$ cat src/verilog/mrc_cfg.svh
// Constants for the multichannel reset controller
`ifndef MRC_CFG_SVH
`define MRC_CFG_SVH
`define MRC_CLK_MHZ 25
`define MRC_POR_MAX_US 1000
`define MRC_POR_CYCLES ((`MRC_POR_MAX_US * `MRC_CLK_MHZ) - 16)
`define MRC_POR_LIMIT_CYCLES (`MRC_POR_MAX_US * `MRC_CLK_MHZ)
`define MRC_SOFT_MAX_US 1
`define MRC_SOFT_CYCLES ((`MRC_SOFT_MAX_US * `MRC_CLK_MHZ) - 4)
`define MRC_SOFT_LIMIT_CYCLES (`MRC_SOFT_MAX_US * `MRC_CLK_MHZ)
`define MRC_HW_MIN_US 1
`define MRC_HW_MIN_CYCLES (`MRC_HW_MIN_US * `MRC_CLK_MHZ)
`define MRC_CHANNEL_CONFIGURATION_STD_BIT 0
`define MRC_CHANNEL_CONFIGURATION_RST_BIT 1
`define MRC_CHANNEL_CONFIGURATION_RESET 8'h00
`endif

$ cat src/verilog/mrc_pkg.sv
// Types for the multichannel reset controller
package mrc_pkg;
  typedef enum logic [1:0] {MRC_POR, MRC_HOLD, MRC_SOFT, MRC_RUN} mrc_state_e;
  typedef struct packed {
    logic wr;
    logic [7:0] data;
  } mrc_wr_s;
endpackage

$ cat src/verilog/mrc_channel.sv
// One channel: configuration register and its own software reset
`timescale 1ns/1ns
`include "mrc_cfg.svh"
module mrc_channel
  import mrc_pkg::*;
#(
  parameter int SOFT_CYCLES = `MRC_SOFT_CYCLES
) (
  // Clock and device-wide reset
  input wire logic sys_clk_i,
  input wire logic glb_rst_i,
  // Register access
  input wire mrc_wr_s cfg_wr_i,
  output logic [7:0] cfg_rd_o,
  // Channel reset and mode
  output logic ch_rst_o,
  output logic line_standard_select_o
);
  localparam logic [7:0] CFG_RESET = `MRC_CHANNEL_CONFIGURATION_RESET;
  logic std_q, std_d;
  logic busy_q, busy_d;
  logic [7:0] cnt_q, cnt_d;

  always_comb begin
    std_d = std_q;
    busy_d = busy_q;
    cnt_d = cnt_q;
    if (busy_q) begin
      if (cnt_q == 8'(SOFT_CYCLES - 1)) begin
        busy_d = 1'b0;
        cnt_d = 8'h00;
      end else begin
        cnt_d = cnt_q + 8'h01;
      end
    end
    if (cfg_wr_i.wr) begin
      std_d = cfg_wr_i.data[`MRC_CHANNEL_CONFIGURATION_STD_BIT];
      if (cfg_wr_i.data[`MRC_CHANNEL_CONFIGURATION_RST_BIT] && !busy_q) begin
        busy_d = 1'b1;
        cnt_d = 8'h00;
      end
    end
  end

  // mode bit cleared by a device-wide reset or loaded by a register write, never changed by channel reset
  always_ff @(posedge sys_clk_i) begin
    if (glb_rst_i) begin
      std_q <= CFG_RESET[`MRC_CHANNEL_CONFIGURATION_STD_BIT];
      busy_q <= 1'b0;
      cnt_q <= 8'h00;
    end else begin
      std_q <= std_d;
      busy_q <= busy_d;
      cnt_q <= cnt_d;
    end
  end

  assign cfg_rd_o = {6'h00, busy_q, std_q};
  assign ch_rst_o = glb_rst_i | busy_q;
  assign line_standard_select_o = std_q;
endmodule

$ cat src/verilog/mrc_top.sv
// Multichannel reset controller: power-on, pin, global and channel resets
// Notes on behaviour
// - With the clock running, power-on reset ends within 1 ms.
// - Without a clock no logic advances, so power-on reset never finishes.
// - A low reset pin starts a whole-device reset.
// - While the reset pin is low the device stays in reset.
// - A global reset register write while running starts a global reset ending within 1 us.
// - Writing one to the channel soft-reset bit resets that channel only.
// - A channel reset ends within 1 us and its bit self clears.
// - A channel reset keeps the line-standard bit.
// - A channel reset leaves global registers, shared logic and pins alone.
// - A channel reset leaves other channels alone.
// - Device-wide resets reset common blocks and all channels.
// - Device-wide resets mask all interrupts; channel reset masks its own.
// - Resets restore register defaults, the mode bit excepted for channel reset.
`timescale 1ns/1ns
`include "mrc_cfg.svh"
module mrc_top
  import mrc_pkg::*;
#(
  parameter int CHANNELS = 16,
  parameter int POR_CYCLES = `MRC_POR_CYCLES
) (
  // Clock and power-on
  input wire logic sys_clk_i,
  input wire logic rst_i,
  // Board reset pin
  input wire logic hw_rst_n_i,
  // Register writes
  input wire logic glb_rst_wr_i,
  input wire mrc_wr_s [CHANNELS-1:0] channel_configuration_wr_i,
  // Readback, resets, line-standard modes and interrupt masks
  output logic [CHANNELS-1:0][7:0] channel_configuration_rd_o,
  output logic common_rst_o,
  output logic [CHANNELS-1:0] ch_rst_o,
  output logic [CHANNELS-1:0] line_standard_select_o,
  output logic [CHANNELS-1:0] ch_irq_mask_o
);
  mrc_state_e state_q, state_d;
  logic [15:0] cnt_q, cnt_d;
  logic rst_q, rst_d;
  logic [15:0] por_age_q, por_age_d;
  logic [4:0] soft_age_q, soft_age_d;

  always_comb begin
    state_d = state_q;
    cnt_d = cnt_q;
    unique case (state_q)
      // power-on count, needs the clock to advance
      MRC_POR: begin
        if (cnt_q == 16'(POR_CYCLES - 1)) begin
          // A pin held low across power-on goes straight to the pin hold
          if (hw_rst_n_i) begin
            state_d = MRC_RUN;
          end else begin
            state_d = MRC_HOLD;
          end
          cnt_d = 16'h0000;
        end else begin
          cnt_d = cnt_q + 16'h0001;
        end
      end
      MRC_HOLD: begin
        if (hw_rst_n_i) begin
          state_d = MRC_RUN;
        end
      end
      MRC_SOFT: begin
        if (cnt_q == 16'(`MRC_SOFT_CYCLES - 1)) begin
          state_d = MRC_RUN;
          cnt_d = 16'h0000;
        end else begin
          cnt_d = cnt_q + 16'h0001;
        end
      end
      MRC_RUN: begin
        if (glb_rst_wr_i) begin
          state_d = MRC_SOFT;
          cnt_d = 16'h0000;
        end
      end
    endcase
    if (!hw_rst_n_i && state_q != MRC_POR) begin
      state_d = MRC_HOLD;
      cnt_d = 16'h0000;
    end
    rst_d = (state_d != MRC_RUN);
  end

  always_ff @(posedge sys_clk_i) begin
    if (rst_i) begin
      state_q <= MRC_POR;
      cnt_q <= 16'h0000;
      rst_q <= 1'b1;
    end else begin
      state_q <= state_d;
      cnt_q <= cnt_d;
      rst_q <= rst_d;
    end
  end

  // Ages of the timed reset phases, for the assertions only; counters are
  // used because a delay range as long as the power-on bound is too costly
  always_comb begin
    por_age_d = por_age_q;
    soft_age_d = 5'h00;
    if (state_q == MRC_POR && por_age_q != 16'hffff) begin
      por_age_d = por_age_q + 16'h0001;
    end
    if (state_q == MRC_SOFT && soft_age_q != 5'h1f) begin
      soft_age_d = soft_age_q + 5'h01;
    end
  end

  always_ff @(posedge sys_clk_i) begin
    if (rst_i) begin
      por_age_q <= 16'h0000;
      soft_age_q <= 5'h00;
    end else begin
      por_age_q <= por_age_d;
      soft_age_q <= soft_age_d;
    end
  end

  // common blocks follow device-wide reset only
  // channel resets never reach common reset
  assign common_rst_o = rst_q;

  genvar g;
  generate
    for (g = 0; g < CHANNELS; g++) begin : g_ch
      mrc_channel u_ch (
        .sys_clk_i(sys_clk_i),
        .glb_rst_i(rst_q),
        .cfg_wr_i(channel_configuration_wr_i[g]),
        .cfg_rd_o(channel_configuration_rd_o[g]),
        .ch_rst_o(ch_rst_o[g]),
        .line_standard_select_o(line_standard_select_o[g])
      );
      assign ch_irq_mask_o[g] = ch_rst_o[g];

    end
  endgenerate
endmodule
$ cat config.mk
export PLATFORM = sky130hd
export DESIGN_NAME = mrc_top
export DESIGN_NICKNAME = d
export VERILOG_FILES = /design/src/verilog/mrc_pkg.sv /design/src/verilog/mrc_channel.sv /design/src/verilog/mrc_top.sv
export VERILOG_INCLUDE_DIRS = /design/src /design/src/verilog
export SDC_FILE = /design/constraint.sdc
export NUM_CORES = 1
export LEC_CHECK = 0
export BUFFER_PORTS_ARGS = -buffer_cell sky130_fd_sc_hd__buf_2
export CAP_MARGIN = 0
export CORE_MARGIN = 8
export CORE_UTILIZATION = 47
export DETAILED_ROUTE_END_ITERATION = 8
export PLACE_DENSITY_LB_ADDON = 0.1
export REMOVE_ABC_BUFFERS = 1
export SYNTH_ARGS = -nofsm -noshare
export SYNTH_HDL_FRONTEND = slang
export SYNTH_SLANG_ARGS = --single-unit
$ cat constraint.sdc
create_clock -name sys_clk_i -period 1.5 [get_ports sys_clk_i]
set_input_delay 0.075 -clock sys_clk_i [delete_from_list [all_inputs] [get_ports sys_clk_i]]
set_output_delay 0.075 -clock sys_clk_i [all_outputs]
set_load 0.03 [all_outputs]
==> results.md <==
* 0 — Ant. Diodes
* 0 — antenna violations before repair
* 0 — Max Transition Viols Final
* 0 — Max Cap Viol
* 179 — post-synthesis sequential element count
* 17.34% — Total Routing Usage GR
* 0.7984 — RePlAce Congestion
* 64 — final number of setup-violating endpoints
* 0.5927 GHz — Fmax achieved
* -0.1873 ns — Final WS setup
* sky130_fd_sc_hd__dfxtp_1 — post-synthesis cell type with the largest combined area
* primary input to register — Hold Path Class
* 0 — residual antenna-violating net count after detailed routing
* register — Setup crit start kind
* 4 — maximum level of the CTS H-tree
* 112.5% — post-route fraction of the period consumed by the critical path
* 0.01017 sq mm — Post-Synthesis Cell Area
* sky130_fd_sc_hd__dfxtp_1 (179), sky130_fd_sc_hd__buf_4 (177), sky130_fd_sc_hd__nor2_1 (106) — Synth top cells by count
* 1 — Worst Path Buf+Inv
* sky130_fd_sc_hd__dfxtp_1 — Post-synth top flop
* 66 — post-synth cell types
* 163.1 um — height of the die
* 325 — I/O Pins
* inv_2 > ha_4 > or4b_4 > o31a_1 > a21oi_1 > a211oi_1 — cells along the critical path
* 33.98% — Layout Area Growth over Synthesis
* 17 — TritonCTS buffer count
* 254 — number of violations reported at the end of detailed-routing iteration 0
* 1,196 — post-synthesis cell count
* sky130_fd_sc_hd__dfxtp_1 — top-count cell post-synth
* 5 — 1st-pass router iterations
* met2 — global-route layer with the greatest usage
* 63.22% — post-layout util
* 0.08 ns — Reg clk slew, reported paths
* 54 — placement row count
* done — TritonCTS clock tree
* 34.69% — proportion of layout cells with a drive suffix above 1
* 35.24% — Synth top area share
* 15,600 um — Post-DP HPWL
* 3.906% — met3 usage in global routing
* 8,434 — via count of the first global-routing pass
* 0.02660 sq mm — area of the die
* 0% — proportion of synthesized flip-flops having asynchronous set or reset
* 0.02155 sq mm — standard cell core area
* 5.037 — via density per instance
* 0 — remaining global-route overflow
* 21.34% — met1 Track Usage GR
* 163.1 um — width of the die
* 0.5152 ns — transition time at the pin with the least slew margin
* sky130_fd_sc_hd__or4b_4 — critical-path cell with the highest stage delay
* 0.01363 sq mm — final design instance area without fill
* 13.74 um — routed len/inst
* 35.24% — sequential cell area fraction in the yosys report
* 0 — Synthesis Warnings
* -0.2461 ns — worst setup slack before clock tree synthesis
* 19 — pin count of the biggest net entering global routing
* setup timing — violations in the final reports
* 0 — Residual DRC
* 0 — count of flip-flops with a built-in enable after synthesis
* 0.43 ns — worst-skew pair later-pin latency
* finished, violations left — outcome
* sky130_fd_sc_hd__dfxtp_1 (35%), sky130_fd_sc_hd__buf_4 (13%), sky130_fd_sc_hd__a21oi_1 (4.7%) — cells taking the most area after synthesis
* 1.99 ns — arrival time at the worst endpoint
* 2 — clock tree buffer depth
* 30.44% — GR Util met2
* 1,759 — number of cells in the finished layout apart from fillers
* 0.48 ns — delay of the slowest critical-path stage
* 24,170 um — wire length reported by the detailed router
* 1,629 — # placed instances
* 1.80 ns — Req. time, crit path
* 8,860 — via count of the routed design
* 1,848 — fill cell count
* yes — unrepaired setup endpoints after global routing
* 1.687 ns — post-route minimum period
* 0 — final hold violations
* 5 — worst-path maximum fanout
* 47.18% — initial core utilization
* 9988 uW — post-layout power
* 0.01113 sq mm — instance area after placement
* 132 — Port Buffers
* 179 — clock sink count
* 0.01060 ns — final worst clock skew
* 0.6260 mV — VDD IR-drop max
* register — endpoint class of the critical path
* 733.0 mW/mm^2 — power density normalized to cell area
* 0.005414 uW — leakage power summed over all cells
* 8.503 sq um — Mean Syn Cell Area
* sky130_fd_sc_hd__clkbuf_16 — library cell used as clock root buffer
* register to register — kind of critical path
* 1,648 — number of nets in the layout
* 65.45% — Relative slew margins
* 39,120 um — first-pass GRT wire length
* compound AO/OA/AOI/OAI gates — crit-path leading delay family
-- repair_timing --
item / in CTS / in global routing
hold buffers: 65 / 0
endpoints found under the setup margin: 116 / 124
gates cloned: 4 / 0
endpoints found under the hold margin: 36 / 0
buffers inserted: 25 / 5
resized for setup: 166 / 103
pin swaps: 56 / 37
-- power by group --
part           total (uW)  internal [uW]  switching, uW
clock                4580           2430           2140
sequential           4750           4750           3.29
combinational         660            217            444
total                9990           7400           2590
-- path summary, 6_finish.rpt --
path                           from                endpoint  slack (ns)  cells after the start
max          g_ch[13].u_ch.cnt_q[1]  g_ch[13].u_ch.cnt_q[4]       -0.19                      6
min                      hw_rst_n_i              state_q[1]        0.05                      3
max reg2reg  g_ch[13].u_ch.cnt_q[1]  g_ch[13].u_ch.cnt_q[4]       -0.19                      6
min reg2reg   g_ch[7].u_ch.cnt_q[7]   g_ch[7].u_ch.cnt_q[7]        0.50                      1
-- sequential cells by signal, summed over array words and instances, names as in the netlist --
name,count
g_ch.u_ch.cnt_q,128
cnt_q,16
g_ch.u_ch.busy_q,16
g_ch.u_ch.line_standard_select_o,16
state_q,2
common_rst_o,1
-- layout by cell type, fill, tap and decap left out, types with 7 or more instances in the layout --
master / instances
sky130_fd_sc_hd__dfxtp_2: 23
sky130_fd_sc_hd__nand3_1: 53
sky130_fd_sc_hd__or2_4: 17
sky130_fd_sc_hd__a211oi_1: 10
sky130_fd_sc_hd__o21ai_1: 13
sky130_fd_sc_hd__buf_4: 165
sky130_fd_sc_hd__dlygate4sd3_1: 64
sky130_fd_sc_hd__ha_1: 25
sky130_fd_sc_hd__a21oi_1: 65
sky130_fd_sc_hd__xnor2_1: 16
sky130_fd_sc_hd__nor3b_1: 7
sky130_fd_sc_hd__o21ai_0: 15
sky130_fd_sc_hd__dfxtp_1: 153
sky130_fd_sc_hd__clkbuf_16: 17
sky130_fd_sc_hd__xor2_1: 19
sky130_fd_sc_hd__nor2_1: 105
sky130_fd_sc_hd__and3_1: 21
sky130_fd_sc_hd__a21oi_2: 30
sky130_fd_sc_hd__nand2b_1: 17
sky130_fd_sc_hd__buf_6: 38
sky130_fd_sc_hd__mux2i_1: 39
sky130_fd_sc_hd__nand3b_1: 19
sky130_fd_sc_hd__inv_1: 47
sky130_fd_sc_hd__ha_4: 8
sky130_fd_sc_hd__buf_2: 102
sky130_fd_sc_hd__nand4_1: 33
sky130_fd_sc_hd__nand2_1: 49
sky130_fd_sc_hd__conb_1: 96
sky130_fd_sc_hd__a311oi_1: 29
sky130_fd_sc_hd__nor3_1: 11
sky130_fd_sc_hd__inv_2: 16
-- layer usage --
layer / share of wire, % / up-vias
li1: - / 4506
met1: 44 / 4129
met2: 50 / 205
met3: 5.1 / 20
met4: 0.83 / 0
met5: 0 / -
-- area by class of cell --
type	count	area (sq um)	share of cell area, %
clock inverters	14	163.9	1.203
inverters	63	236.5	1.736
multi-input cells	831	5877	43.13
well taps	280	350.3	2.571
clock buffers	18	439.2	3.223
flip-flops and latches	179	3623	26.59
repair buffers	374	2935	21.54
-- cell families after synthesis --
kind of cell	count (synthesis)	synth area share [%]
fa+ha+maj	34	4.183
buf+inv	281	17.10
mux	45	4.503
flops	179	35.24
compound gates	231	15.22
simple gates	390	20.71
xor+xnor	35	3.014
other cells	1	0.03687
-- worst min-delay path: stages --
cell                      delay (ns)
sky130_fd_sc_hd__buf_2          0.12
sky130_fd_sc_hd__nor2b_1        0.15
sky130_fd_sc_hd__o21a_1         0.09
-- metrics by stage --
stage	hold WS, ns	setup TNS (ns)
after floorplan	0.2028	-62.21
after global placement	0.3067	-8.203
after detailed placement	0.3154	-10.16
after CTS	0.02500	-3.998
after global routing	0.03509	-9.894
final	0.04707	-5.226
No activity file was read; power rests on OpenSTA's default activity.
